--- src/verilog/dps_consts.svh ---
// dps_consts.svh: offsets, fields and timing counts for the token controller
// assumes a 250 MHz pclk and a single port of the dual-port token logic
`ifndef DPS_CONSTS_SVH
`define DPS_CONSTS_SVH
`define DPS_OFS_CMD 12'h000
`define DPS_OFS_STATUS 12'h004
`define DPS_OFS_DATA 12'h008
`define DPS_CMD_START_BIT 0
`define DPS_CMD_WRITE_BIT 1
`define DPS_CMD_VALUE_BIT 2
`define DPS_CMD_INDEX_LSB 4
`define DPS_CMD_INDEX_MSB 6
`define DPS_CMD_INIT_BIT 8
`define DPS_STAT_BUSY_BIT 0
`define DPS_STAT_OWN_BIT 1
`define DPS_STAT_INIT_BIT 2
`define DPS_STAT_ERR_BIT 3
`define DPS_CMD_RESET 32'h0000_0000
`define DPS_TOKENS 4'h8
// strobe widths in ns and the derived cycle counts (rounded up)
`define DPS_T_SETUP_NS 10
`define DPS_T_PULSE_NS 30
`define DPS_T_GAP_NS 10
`define DPS_CLK_NS 4
`define DPS_SETUP_CYC \
  4'((`DPS_T_SETUP_NS + `DPS_CLK_NS - 1) / `DPS_CLK_NS)
`define DPS_PULSE_CYC \
  4'((`DPS_T_PULSE_NS + `DPS_CLK_NS - 1) / `DPS_CLK_NS)
`define DPS_GAP_CYC \
  4'((`DPS_T_GAP_NS + `DPS_CLK_NS - 1) / `DPS_CLK_NS)
`endif

--- src/verilog/dps_pkg.sv ---
// dps_pkg.sv: types shared by the token controller
// assumes dps_consts.svh is compiled alongside
package dps_pkg;
  typedef enum logic [2:0] {
    DPS_IDLE,
    DPS_SETUP,
    DPS_STROBE,
    DPS_HOLD,
    DPS_GAP
  } dps_state_e;
  // pins that travel to the device port together
  typedef struct packed {
    logic token_select_n;
    logic chip_enable_n;
    logic write_n;
    logic output_enable_n;
    logic [2:0] token_index;
    logic [7:0] data_out;
    logic data_oe;
  } dps_pins_s;
endpackage : dps_pkg
--- src/verilog/dps_host.sv ---
// dps_host.sv: APB-controlled master for one port of the dual-port tokens
// assumes pins of the device arrive asynchronously and are resynchronised
`timescale 1ns/1ns
`default_nettype none
`include "dps_consts.svh"
module dps_host
(
  input wire logic pclk,
  input wire logic presetn,
  input wire logic psel,
  input wire logic penable,
  input wire logic pwrite,
  input wire logic [11:0] paddr,
  input wire logic [31:0] pwdata,
  output logic [31:0] prdata,
  output logic pready,
  output logic pslverr,
  output var dps_pkg::dps_pins_s pins,
  input wire logic [7:0] data_in
);
  import dps_pkg::*;

  // decode shared by read and write paths
  function automatic logic hit(input logic [11:0] a, input logic [11:0] o);
    hit = (a == o);
  endfunction : hit

  logic [7:0] sync1;
  logic [7:0] sync2;
  dps_state_e state;
  dps_state_e next_state;
  logic [3:0] cnt;
  logic [3:0] next_cnt;
  logic busy;
  logic next_busy;
  logic op_write;
  logic next_op_write;
  logic op_value;
  logic next_op_value;
  logic [2:0] op_index;
  logic [2:0] next_op_index;
  logic init_run;
  logic next_init_run;
  logic init_done;
  logic next_init_done;
  logic owned;
  logic next_owned;
  logic err;
  logic next_err;
  logic [7:0] rdata;
  logic [7:0] next_rdata;
  dps_pins_s next_pins;
  logic [31:0] next_prdata;
  logic next_pready;
  logic next_pslverr;
  logic access;

  // two flops on the data pins before any logic reads them
  always_ff @(posedge pclk or negedge presetn)
  begin
    if (!presetn)
    begin
      sync1 <= 8'h00;
      sync2 <= 8'h00;
    end
    else
    begin
      sync1 <= data_in;
      sync2 <= sync1;
    end
  end

  assign access = psel && penable && !pready;

  // command decode, pin sequencer and status in one group
  always_comb
  begin
    next_state = state;
    next_cnt = cnt;
    next_busy = busy;
    next_op_write = op_write;
    next_op_value = op_value;
    next_op_index = op_index;
    next_init_run = init_run;
    next_init_done = init_done;
    next_owned = owned;
    next_err = err;
    next_rdata = rdata;
    next_pins = pins;
    next_prdata = prdata;
    next_pready = 1'b0;
    next_pslverr = 1'b0;
    // apb slave: one wait state, answer in the second access cycle
    if (access)
    begin
      next_pready = 1'b1;
      if (pwrite)
      begin
        if (hit(paddr, `DPS_OFS_CMD))
        begin
          if (busy)
            next_pslverr = 1'b1; // refused while a cycle runs
          else if (pwdata[`DPS_CMD_INIT_BIT])
          begin
            // both ports must free every token at start-up
            next_init_run = 1'b1;
            next_init_done = 1'b0;
            next_op_write = 1'b1;
            next_op_value = 1'b1;
            next_op_index = 3'h0;
            next_busy = 1'b1;
            next_state = DPS_SETUP;
            next_cnt = `DPS_SETUP_CYC;
          end
          else if (pwdata[`DPS_CMD_START_BIT])
          begin
            next_op_write = pwdata[`DPS_CMD_WRITE_BIT];
            next_op_value = pwdata[`DPS_CMD_VALUE_BIT];
            next_op_index =
              pwdata[`DPS_CMD_INDEX_MSB:`DPS_CMD_INDEX_LSB];
            next_busy = 1'b1;
            next_state = DPS_SETUP;
            next_cnt = `DPS_SETUP_CYC;
          end
        end
        else if (!hit(paddr, `DPS_OFS_STATUS) && !hit(paddr, `DPS_OFS_DATA))
          next_pslverr = 1'b1;
      end
      else
      begin
        if (hit(paddr, `DPS_OFS_CMD))
          next_prdata = {23'h000000, init_run, 1'b0, op_index, 1'b0,
                         op_value, op_write, busy};
        else if (hit(paddr, `DPS_OFS_STATUS))
          next_prdata = {28'h0000000, err, init_done, owned, busy};
        else if (hit(paddr, `DPS_OFS_DATA))
          next_prdata = {24'h000000, rdata};
        else
        begin
          next_prdata = 32'h0000_0000;
          next_pslverr = 1'b1;
        end
      end
    end
    // device pin sequencer
    unique case (state)
      DPS_IDLE:
      begin
        // chip enable and token select high: the port sleeps
        next_pins.token_select_n = 1'b1;
        next_pins.chip_enable_n = 1'b1;
        next_pins.write_n = 1'b1;
        next_pins.output_enable_n = 1'b1;
        next_pins.data_oe = 1'b0;
      end
      DPS_SETUP:
      begin
        // token space only; memory chip enable stays high
        next_pins.token_select_n = 1'b0;
        next_pins.chip_enable_n = 1'b1;
        next_pins.token_index = op_index;
        next_pins.data_out = {7'h00, op_value};
        next_pins.data_oe = op_write;
        if (cnt <= 4'h1)
        begin
          next_state = DPS_STROBE;
          next_cnt = `DPS_PULSE_CYC;
        end
        else
          next_cnt = cnt - 4'h1;
      end
      DPS_STROBE:
      begin
        next_pins.write_n = !op_write;
        next_pins.output_enable_n = op_write;
        if (cnt <= 4'h1)
        begin
          next_state = DPS_HOLD;
          if (!op_write)
          begin
            next_rdata = sync2;
            next_owned = (sync2 == 8'h00);
            next_err = (sync2 != 8'h00) && (sync2 != 8'hFF);
          end
        end
        else
          next_cnt = cnt - 4'h1;
      end
      DPS_HOLD:
      begin
        // drop strobes so the next read recaptures the flag
        next_pins.write_n = 1'b1;
        next_pins.output_enable_n = 1'b1;
        next_pins.token_select_n = 1'b1;
        next_state = DPS_GAP;
        next_cnt = `DPS_GAP_CYC;
      end
      DPS_GAP:
      begin
        next_pins.data_oe = 1'b0;
        if (cnt <= 4'h1)
        begin
          if (init_run && (op_index != 3'h7))
          begin
            // walk all eight latches
            next_op_index = op_index + 3'h1;
            next_state = DPS_SETUP;
            next_cnt = `DPS_SETUP_CYC;
          end
          else
          begin
            if (init_run)
            begin
              next_init_run = 1'b0;
              next_init_done = 1'b1;
              next_owned = 1'b0;
            end
            else if (op_write && op_value)
              next_owned = 1'b0;
            next_busy = 1'b0;
            next_state = DPS_IDLE;
          end
        end
        else
          next_cnt = cnt - 4'h1;
      end
    endcase
  end

  // registers only
  always_ff @(posedge pclk or negedge presetn)
  begin
    if (!presetn)
    begin
      state <= DPS_IDLE;
      cnt <= 4'h0;
      busy <= 1'b0;
      op_write <= 1'b0;
      op_value <= 1'b1;
      op_index <= 3'h0;
      init_run <= 1'b0;
      init_done <= 1'b0;
      owned <= 1'b0;
      err <= 1'b0;
      rdata <= 8'h00;
      pins <= '{token_select_n: 1'b1, chip_enable_n: 1'b1, write_n: 1'b1,
                output_enable_n: 1'b1, token_index: 3'h0,
                data_out: 8'h00, data_oe: 1'b0};
      prdata <= 32'h0000_0000;
      pready <= 1'b0;
      pslverr <= 1'b0;
    end
    else
    begin
      state <= next_state;
      cnt <= next_cnt;
      busy <= next_busy;
      op_write <= next_op_write;
      op_value <= next_op_value;
      op_index <= next_op_index;
      init_run <= next_init_run;
      init_done <= next_init_done;
      owned <= next_owned;
      err <= next_err;
      rdata <= next_rdata;
      pins <= next_pins;
      prdata <= next_prdata;
      pready <= next_pready;
      pslverr <= next_pslverr;
    end
  end
endmodule : dps_host
`default_nettype wire

--- config.mk ---
export PLATFORM = sky130hd
export DESIGN_NAME = dps_host
export DESIGN_NICKNAME = d
export VERILOG_FILES = /design/src/verilog/dps_pkg.sv /design/src/verilog/dps_host.sv
export VERILOG_INCLUDE_DIRS = /design/src /design/src/verilog
export SDC_FILE = /design/constraint.sdc
export NUM_CORES = 1
export LEC_CHECK = 0
export ABC_AREA = 1
export CAP_MARGIN = 20
export CORE_MARGIN = 4
export CORE_UTILIZATION = 45
export CTS_CLUSTER_DIAMETER = 100
export DETAILED_ROUTE_END_ITERATION = 10
export DONT_BUFFER_PORTS = 1
export PLACE_DENSITY = 0.71
export SETUP_SLACK_MARGIN = 0.2
export SLEW_MARGIN = 20
export SYNTH_ARGS = -nofsm -noshare
export SYNTH_HDL_FRONTEND = slang
export SYNTH_SLANG_ARGS = --single-unit
export TNS_END_PERCENT = 50
--- constraint.sdc ---
create_clock -name pclk -period 1.6 [get_ports pclk]
set_input_delay 0.48 -clock pclk [delete_from_list [all_inputs] [get_ports pclk]]
set_output_delay 0.48 -clock pclk [all_outputs]
set_load 0.02 [all_outputs]
* Word level (Yosys, flattened, before mapping)
Cells that the tools add are included.
** Word-level totals
- Output and inout bits :: 50
- Logic and storage cells :: 150
- Flip-flop bits (word level) :: 83
- Input port bits :: 57
** Operators by class
- Equality and inequality tests :: 13
- Reductions and logical operators :: 25
- Mux-type cells :: 84
- Bitwise logic cells :: 3
- Order comparisons :: 1
- Add/subtract/negate cells :: 2
** Operators with widths (count)
- $mux W3 :: 18
- $mux W1 :: 47
- $mux W4 :: 10
- $mux W8 :: 2
- $pmux W4 S4 :: 1
- $eq A12 B3 Y1 const B :: 1
- $eq A12 B4 Y1 const B :: 1
- $logic_not A12 Y1 :: 1
- $pmux W3 S4 :: 1
- $reduce_bool A2 Y1 :: 5
- $mux W9 :: 1
- $logic_not A8 Y1 :: 1
- $ne A2 B2 Y1 const B :: 4
- $ne A8 B8 Y1 const B :: 1
- $reduce_bool A8 Y1 :: 1
- $eq A3 B2 Y1 const B :: 2
- $logic_and A1 B1 Y1 :: 6
- $ne A3 B3 Y1 const B :: 2
- $pmux W1 S2 :: 3
- $reduce_and A6 Y1 :: 1
- $reduce_and A5 Y1 :: 1
- $le A4 B1 Y1 const B :: 1
- $logic_not A1 Y1 :: 4
- $pmux W2 S2 :: 1
- other kinds (9) :: 12

* Logic depth before layout (Yosys ltp)
Gate-level depths: netlist of run 1.
- Depth after elaboration :: 9
- Mapped depth :: 9
- Gate-level depth less buffers :: 9

* Worst setup path before layout of run 1
Ideal clock, no wire load.
- Path kind :: reg2reg
- From :: reg cnt[0]
- To :: reg rdata[1]
- Setup slack :: -0.124 ns
- Data required time :: 1.475 ns
- Data arrival time :: 1.599 ns
- Path buffers :: 0
- Stages on the path, launching flop included :: 8
- Period minus slack after synthesis :: 1.724 ns
- Library setup time :: 0.125 ns
- Cell sequence :: dfrtp_1 > inv_1 > ha_1 > nor2_1 > nor3_4 > nand2_4 > nor2_8 > mux2_4
** On the way
- Longest elaborated chain between the ends :: 2
** Ends and longest elaborated chain
- from (decl) :: RTL line dps_host.sv:32 : logic [3:0] cnt;
- from (signal assigned) :: RTL line dps_host.sv:256 : cnt <= next_cnt;
- $le A4 B1 Y1 :: RTL line dps_host.sv:176 : if (cnt <= 4'h1)
- $reduce_and A3 Y1 (no source line)
- to (signal assigned) :: RTL line dps_host.sv:265 : rdata <= next_rdata;
- to (decl) :: RTL line dps_host.sv:50 : logic [7:0] rdata;
No other way between the ends.
A chain may end at the register's enable or synchronous reset.

* Worst setup path in the final report of run 1
- From :: reg cnt[1]
- To :: reg rdata[2]
The elaborated chain is that of the path after synthesis.

==> flow_summary.json, run 1 <==
{
  "cp.arrival_ns": 1.86,
  "grt_pass1_vias": 2189,
  "cts.path.max_buffers": 2,
  "startpoint_type": "register",
  "violations": "negative hold slack, negative setup slack",
  "end_kind": "register",
  "clk_latency_ns": 0.34,
  "dpl.hpwl_um": 4630,
  "worstSetupPathType": "reg2reg",
  "power_frac_comb_pct": 22.7,
  "reg2reg_slack_ns": -0.03,
  "layout_commonest_cell": "nand2_1",
  "yosys_warnings": 0,
  "viasPerCell": 4.86,
  "max-cap-violations": 0,
  "die_w_um": 90.2,
  "max_freq_mhz": 615,
  "initial_core_util_pct": 47.1,
  "cts_tree": "built",
  "finClkSkew_ns": 0.0118,
  "layout.cells.non_filler": 456,
  "setup_violations": 2,
  "path_clk_slew_ns": 0.07,
  "power_leakage_uw": 0.00175,
  "grt_pass1_wl_um": 10300,
  "place_inst": 431,
  "finalCritPeriodShare_pct": 102,
  "ant_nets": 0,
  "num_vias": 2215,
  "setup-tns-final_ns": -0.0539,
  "die_y_um": 90.2,
  "cts.sinks": 60,
  "drt-initial-drc-count": 160,
  "final_max_slew_viol_count": 0,
  "clockRootBuffer": "clkbuf_8",
  "gp_congestion": 0.902,
  "dpl-instance-area_mm2": 0.00315,
  "switching_share_pct": 31.6,
  "drive_gt1_share_pct": 23.7,
  "seqPwrFrac_pct": 44.7,
  "grt_setup_unrepaired": "true",
  "wirelength_um": 6260,
  "diodes": 0,
  "rows": 29,
  "syn_to_final_growth_pct": 15.0,
  "crit_required_ns": 1.83,
  "hold_ws_ns": -0.169,
  "coreArea_mm2": 0.00646,
  "drcViolationCount": 0,
  "cts-buffers-inserted": 9,
  "p_total_uw": 4240,
  "cell_internal_pwr_uw": 2900,
  "ys_seq_area_share_pct": 49.5,
  "switchingPower_uw": 1340,
  "dr.pass1.iters": 4,
  "min_path_type": "in2async",
  "layout_setup_ws_ns": -0.0273,
  "clockPowerShare_pct": 32.5,
  "grt_usage_pct": 16.0,
  "syn_inst": 340,
  "cellPowerDensity_mw_per_mm2": 1210,
  "nNetsFinal": 435,
  "syn_avg_cell_area_um2": 8.94,
  "worst-path-max-fanout": 4,
  "routedWlPerCell_um": 13.7,
  "synth_cell_types": 35,
  "ios": 107,
  "antenna_found_initial": 0,
  "place.port_buffers": 0,
  "fin_crit_ns": 1.63,
  "fillCellCount": 577,
  "final_area_mm2": 0.00350,
  "grt_start_max_net_pins": 61,
  "ir_worst_vdd_mv": 0.794,
  "ys_ff_latch": 60,
  "hold_violations": 57,
  "ctsHtreeMaxLevel": 3,
  "outcome": "complete, but fails checks",
  "postLayoutCoreUtil_pct": 54.1,
  "die_area_mm2": 0.00814,
  "syn-cell-area_mm2": 0.00304,
  "grt_overflow_total": 0,
  "layout_common_cells": "nand2_1 (67), dfrtp_1 (55), inv_1 (36)"
}
[critical path, stage by stage, from the launching register on]
cell,delay (ns)
dfrtp_1,0.39
inv_2,0.09
ha_2,0.18
nor2_2,0.04
nor3_4,0.24
nand2_4,0.11
nor2_8,0.16
mux2_4,0.31
[layout make-up]
type | instances | area [um^2] | share of cell area, %
tap | 77 | 96.3 | 2.76
sequential | 60 | 1510 | 43.1
clock buffer | 13 | 159 | 4.55
multi-input combinational | 230 | 1260 | 36.0
timing repair buffer | 29 | 263 | 7.52
clock inverter | 3 | 45.0 | 1.29
inverter | 44 | 165 | 4.72
[registers in the layout (all words and copies together), names as in the netlist]
name / count
pins: 8
sync1: 8
op_index: 3
cnt: 4
pready: 1
init_run: 1
err: 1
rdata: 8
busy: 1
pslverr: 1
state: 3
owned: 1
sync2: 8
op_value: 1
op_write: 1
prdata: 9
init_done: 1
[per-stage QoR]
stage          setup slack (ns)  hold slack (ns)
3_3_place_gp             0.0259            0.187
4_1_cts                 0.00290           -0.192
6_report                -0.0273           -0.169
2_1_floorplan           -0.0669            0.184
5_1_grt                  -0.127           -0.193
3_5_place_dp            -0.0183            0.187
[routing by layer]
layer	GRT usage [%]	up-vias	wire, um
met5	0	-	0
met4	7.53	0	143
met3	5.93	11	430
met2	24.5	84	2820
met1	20.2	1011	2870
li1	-	1109	-
[path summary, 6_finish.rpt]
check	startpoint	endpoint	depth (start not counted)
worst min register to register	sync1[6]	sync2[6]	0
worst min-delay path	presetn	busy	0
min in group pclk	data_in[0]	sync1[0]	0
worst max register to register	cnt[1]	rdata[2]	7
worst max-delay path	cnt[1]	rdata[2]	7
max in group asynchronous	presetn	pins[12]	0
[power groups by stage]
stage,Clock (uW),Sequential (uW),Combinational [uW]
floorplan,0,1900,700
global placement,0,1910,857
detailed placement,0,1920,875
CTS,1410,1890,931
global route,1480,1910,1090
finish,1380,1900,963
[Yosys cell counts]
| cell type | count | share of area (%) |
|---|---|---|
| nand3_1 | 26 | 4.3 |
| o21ai_2 | 3 | 0.86 |
| o21a_1 | 2 | 0.49 |
| nor2_1 | 18 | 2.2 |
| nor4_1 | 3 | 0.62 |
| dfstp_2 | 4 | 3.5 |
| clkbuf_1 | 1 | 0.12 |
| nor2_4 | 3 | 1.1 |
| mux2_4 | 2 | 0.99 |
| xnor2_1 | 1 | 0.29 |
| nand4_1 | 5 | 1.0 |
| ha_1 | 4 | 1.6 |
| conb_1 | 2 | 0.25 |
| nand3b_1 | 1 | 0.25 |
| nand2_2 | 5 | 1.0 |
| buf_4 | 32 | 7.9 |
| nor3_1 | 6 | 0.99 |
| nor2_8 | 1 | 0.66 |
| buf_12 | 1 | 0.66 |
| o211ai_1 | 5 | 1.2 |
| nand3_4 | 1 | 0.58 |
| dfrtp_1 | 56 | 46 |
| o21ai_0 | 19 | 3.1 |
| inv_2 | 4 | 0.49 |
| nand2_1 | 71 | 8.8 |
| nor3_4 | 2 | 1.1 |
| a21oi_1 | 6 | 0.99 |
| nor2_2 | 2 | 0.41 |
| o21bai_1 | 3 | 0.74 |
| o31ai_1 | 3 | 0.74 |
| inv_1 | 40 | 4.9 |
| nand4_2 | 1 | 0.41 |
| nand2_4 | 1 | 0.37 |
| o22ai_1 | 5 | 1.0 |
| buf_2 | 1 | 0.16 |
[timing repair]
item,4_1_cts,5_1_grt
endpoints found under the setup margin,24,31
endpoints found under the hold margin,60,60
pin swaps,2,1
setup buffers,5,3
gates cloned,0,1
gates resized for setup,11,9
[cell families after synthesis]
logic type	count (synthesis)	synth area share (%)
adders and majority gates	4	1.65
and+or+nand+nor	146	23.8
muxes	2	0.988
AOI/OAI and AO/OA	46	9.22
DFF	60	49.5
buffers and inverters	79	14.3
xor gates and xnor gates	1	0.288
other	2	0.247
(Power assumes the default switching activity.)
==> run 2: changes to the inputs <==
MAX_ROUTING_LAYER = met4   (was default)
==> run 2 against run 1 <==
The run still ends with negative hold slack, negative setup slack left; routed wire length shrank 0.19%; count of clock-buffer cells in the layout is the same; flip-flop and latch count is the same; clock skew shrank 0.0011 ns; core utilization is the same; final cell count is the same; worst setup slack lost 0.00068 ns; non-clock buffer count is the same; sequential power is essentially flat; critical path depth is the same; power shrank 0.18%; largest cell class unchanged; largest power group unchanged; highest routed layer unchanged.
==> flow_summary.json, run 2 (synthesis results as in run 1) <==
{
  "p_total_uw": 4230,
  "min_path_type": "in2async",
  "use_met3_pct": 5.76,
  "outcome": "complete, but fails checks",
  "nNetsFinal": 435,
  "hold_ws_ns": -0.166,
  "drcViolationCount": 0,
  "grt_use_met2_pct": 24.5,
  "die_w_um": 90.2,
  "power_leakage_uw": 0.00175,
  "ios": 107,
  "clockRootBuffer": "clkbuf_8",
  "gp_congestion": 0.918,
  "drive_gt1_share_pct": 23.7,
  "final_area_mm2": 0.00350,
  "wirelength_um": 6250,
  "busiest_layer": "met2",
  "crit_required_ns": 1.83,
  "largest_reg_flops": 9,
  "diodes": 0,
  "die_area_mm2": 0.00814,
  "initial_core_util_pct": 47.1,
  "postLayoutCoreUtil_pct": 54.1,
  "dr.pass1.iters": 4,
  "max-cap-violations": 0,
  "dpl.hpwl_um": 4630,
  "cts.sinks": 60,
  "rr_endpoint": "rdata[2]",
  "fillCellCount": 577,
  "grt_pass1_vias": 2191,
  "worstSetupPathType": "reg2reg",
  "reg2reg_slack_ns": -0.03,
  "ant_nets": 0,
  "antenna_found_initial": 0,
  "cts_tree": "built",
  "num_vias": 2224,
  "viasPerCell": 4.88,
  "grt_start_max_net_pins": 61,
  "startpoint_type": "register",
  "crit_start": "cnt[1]",
  "hold_violations": 57,
  "cellPowerDensity_mw_per_mm2": 1210,
  "finalCritPeriodShare_pct": 102,
  "drt-initial-drc-count": 156,
  "reg2reg_depth": 7,
  "syn_to_final_growth_pct": 15.0,
  "grt_usage_pct": 16.5,
  "final_max_slew_viol_count": 0,
  "die_y_um": 90.2,
  "dpl-instance-area_mm2": 0.00315,
  "clk_latency_ns": 0.34,
  "finClkSkew_ns": 0.0107,
  "r2r_start": "cnt[1]",
  "violations": "negative hold slack, negative setup slack",
  "grt_setup_unrepaired": "true",
  "end_kind": "register",
  "top_register": "prdata",
  "setup_violations": 2,
  "rows": 29,
  "layout_common_cells": "nand2_1 (67), dfrtp_1 (55), inv_1 (36)",
  "slowest_stage": "dfrtp_1",
  "grt_pass1_wl_um": 10300,
  "max_stage_delay_ns": 0.39,
  "crit_chain": "inv_2 > ha_2 > nor2_2 > nor3_4 > nand2_4 > nor2_8 > mux2_4",
  "grt_overflow_total": 0,
  "cp.arrival_ns": 1.86,
  "max_freq_mhz": 614,
  "layout_setup_ws_ns": -0.0280,
  "layout_commonest_cell": "nand2_1",
  "fin_crit_ns": 1.63,
  "worst-path-max-fanout": 4,
  "use_met1_pct": 20.4,
  "ctsHtreeMaxLevel": 3,
  "place.port_buffers": 0,
  "cts.path.max_buffers": 2,
  "ir_worst_vdd_mv": 0.792,
  "routedWlPerCell_um": 13.7,
  "cts-buffers-inserted": 9,
  "path_clk_slew_ns": 0.07,
  "coreArea_mm2": 0.00646
}
-- run 2: cell counts in the layout (fill, tap and decap cells not counted) --
Identical to the previous run, type by type.
-- run 2: routing by layer --
| layer | vias up | wire length, um |
|---|---|---|
| met5 | - | 0 |
| met4 | 0 | 82 |
| met3 | 6 | 478 |
| met2 | 88 | 2870 |
| met1 | 1022 | 2820 |
| li1 | 1108 | - |
-- run 2: area by class of cell --
type	instances	area [um^2]	share of cell area, %
Sequential cell	60	1510	43.1
Tap cell	77	96.3	2.76
Inverter	44	165	4.72
Multi-Input combinational cell	230	1260	36.0
Clock buffer	13	159	4.55
Timing Repair Buffer	29	263	7.52
Clock inverter	3	45.0	1.29
-- run 2: report_power, final --
group,switching (uW),leakage [uW],internal (uW)
clock,567,0.0000959,805
sequential,201,0.000732,1700
combinational,564,0.000922,399
-- run 2: how the worst max path moves through the flow --
stage,endpoint,depth (start not counted)
CTS,owned,10
floorplan,rdata[1],7
global placement,prdata[4],7
finish,rdata[2],7
global route,op_index[0],9
detailed placement,prdata[5],7
-- run 2: per-stage QoR --
stage	setup TNS, ns	cells	setup slack, ns
after floorplan	-0.134	369	-0.0669
after global placement	0	431	0.0259
after detailed placement	-0.0241	431	-0.0183
after CTS	0	452	0.00290
after global routing	-1.14	456	-0.127
final	-0.0553	456	-0.0280
-- run 2: worst max-delay path, delay by kind of cell (launching register included) --
family,cells,cell delay [ns]
flip-flops,1,0.39
adder cells (fa/ha/maj),1,0.18
AND/OR/NAND/NOR,4,0.55
buffers and inverters,1,0.09
multiplexers,1,0.31
-- run 2: repair_timing --
item | CTS | global route
cloned | 0 | 1
pin swaps | 2 | 1
hold endpoints to repair | 60 | 60
buffers inserted | 5 | 3
endpoints found under the setup margin | 24 | 31
gates resized for setup | 11 | 9
==> run 3: changes to the inputs <==
SKIP_LAST_GASP = 1   (was default)
==> run 3 against run 2 <==
The run still ends with negative hold slack, negative setup slack left; fmax is essentially flat; register-to-register slack is essentially flat; non-clock buffer count grew 4; core utilization is the same; sequential share of layout area is essentially flat; largest cell class unchanged.
==> flow_summary.json, run 3 (synthesis results as in run 1) <==
{
  "outcome": "complete, but fails checks",
  "violations": "negative hold slack, negative setup slack",
  "clk_latency_ns": 0.34,
  "ir_worst_vdd_mv": 0.793,
  "rr_endpoint": "rdata[2]",
  "seqPwrFrac_pct": 44.6,
  "rows": 29,
  "crit_required_ns": 1.83,
  "syn_to_final_growth_pct": 15.0,
  "path_clk_slew_ns": 0.07,
  "dr.pass1.iters": 4,
  "place.port_buffers": 0,
  "final_max_slew_viol_count": 0,
  "max_freq_mhz": 614,
  "die_area_mm2": 0.00814,
  "hold_violations": 57,
  "dpl.hpwl_um": 4630,
  "drive_gt1_share_pct": 22.2,
  "max-cap-violations": 0,
  "die_y_um": 90.2,
  "fin_crit_ns": 1.63,
  "finalCritPeriodShare_pct": 102,
  "setup_violations": 7,
  "initial_core_util_pct": 47.1,
  "hold_ws_ns": -0.165,
  "layout_commonest_cell": "nand2_1",
  "min_path_type": "in2async",
  "grt_overflow_total": 0,
  "cts.path.max_buffers": 2,
  "die_w_um": 90.2,
  "power_frac_comb_pct": 23.2,
  "largest_reg_flops": 9,
  "switchingPower_uw": 1330,
  "r2r_start": "cnt[1]",
  "antenna_found_initial": 0,
  "clockRootBuffer": "clkbuf_8",
  "grt_setup_unrepaired": "true",
  "postLayoutCoreUtil_pct": 54.1,
  "cellPowerDensity_mw_per_mm2": 1210,
  "max_stage_delay_ns": 0.39,
  "layout_setup_ws_ns": -0.0279,
  "cell_internal_pwr_uw": 2910,
  "ctsHtreeMaxLevel": 3,
  "coreArea_mm2": 0.00646,
  "reg2reg_depth": 7,
  "crit_chain": "inv_2 > ha_2 > nor2_2 > nor3_4 > nand2_4 > nor2_8 > mux2_4",
  "grt_usage_pct": 16.5,
  "crit_buf_inv": 1,
  "cp_top_family": "simple AND/OR/NAND/NOR gates",
  "cts-buffers-inserted": 9,
  "reg2reg_slack_ns": -0.03,
  "ant_nets": 0,
  "gp_congestion": 0.918,
  "grt_pass1_wl_um": 10300,
  "viasPerCell": 4.88,
  "startpoint_type": "register",
  "place_inst": 431,
  "routedWlPerCell_um": 13.7,
  "cts_tree": "built",
  "top_register": "prdata",
  "end_kind": "register",
  "cts.sinks": 60,
  "cp.arrival_ns": 1.86,
  "worstSetupPathType": "reg2reg",
  "layout.cells.non_filler": 460,
  "finClkSkew_ns": 0.0124,
  "nNetsFinal": 439,
  "grt_start_max_net_pins": 61,
  "grt_pass1_vias": 2186,
  "drt-initial-drc-count": 156,
  "ios": 107,
  "wirelength_um": 6300,
  "diodes": 0,
  "worst-path-max-fanout": 4,
  "layout_common_cells": "nand2_1 (71), dfrtp_1 (56), inv_1 (38)",
  "clockPowerShare_pct": 32.3,
  "power_leakage_uw": 0.00176,
  "switching_share_pct": 31.4,
  "drcViolationCount": 0,
  "slowest_stage": "dfrtp_1",
  "num_vias": 2243
}
run 3: what timing repair did:
action	in CTS	in global routing
endpoints found under the hold margin	60	60
setup endpoints to repair	24	31
pin swaps	2	3
resized for setup	3	5
gates cloned	0	1
setup buffers	5	7
run 3: worst max path at each step:
stage | start | endpoint | cells past startpoint
2_1_floorplan | cnt[0] | rdata[1] | 7
3_3_place_gp | paddr[0] | prdata[4] | 7
3_5_place_dp | paddr[0] | prdata[5] | 7
4_1_cts | cnt[0] | owned | 10
5_1_grt | op_index[0] | op_index[0] | 8
6_report | cnt[1] | rdata[2] | 7
run 3: power by group through the flow:
stage               clock, uW  combinational (uW)  sequential [uW]
floorplan                   0                 700             1900
global placement            0                 857             1910
detailed placement          0                 875             1920
CTS                      1410                 930             1890
global route             1480                1110             1910
finish                   1370                 984             1890
run 3: worst reg2reg max path, stage by stage, from the launching register on:
cell and delay, ns:
dfrtp_1 0.39, inv_2 0.09, ha_2 0.18, nor2_2 0.04
nor3_4 0.24, nand2_4 0.12, nor2_8 0.16, mux2_4 0.31
run 3: per-stage QoR:
| stage | power [uW] | setup TNS [ns] | worst slack [ns] | area (um^2) |
|---|---|---|---|---|
| finish | 4240 | -0.117 | -0.0279 | 3500 |
| global placement | 2770 | 0 | 0.0259 | 3150 |
| detailed placement | 2800 | -0.0241 | -0.0183 | 3150 |
| CTS | 4230 | -0.00241 | -0.00241 | 3400 |
| floorplan | 2600 | -0.134 | -0.0669 | 3160 |
| global route | 4500 | -1.55 | -0.145 | 3500 |
run 3: area by class of cell:
type	instances	area, um^2
clock inverters	3	45.0
repair buffers	33	285
inverters	44	165
well taps	77	96.3
clock buffers	13	159
flip-flops and latches	60	1510
fillers	573	2960
multi-input cells	230	1240
run 3: layer usage:
metal / track usage (%) / part of all wire [%]
met4: 7.53 / 1.3
met1: 20.4 / 45
met3: 5.76 / 7.9
met2: 24.3 / 46
met5: - / 0
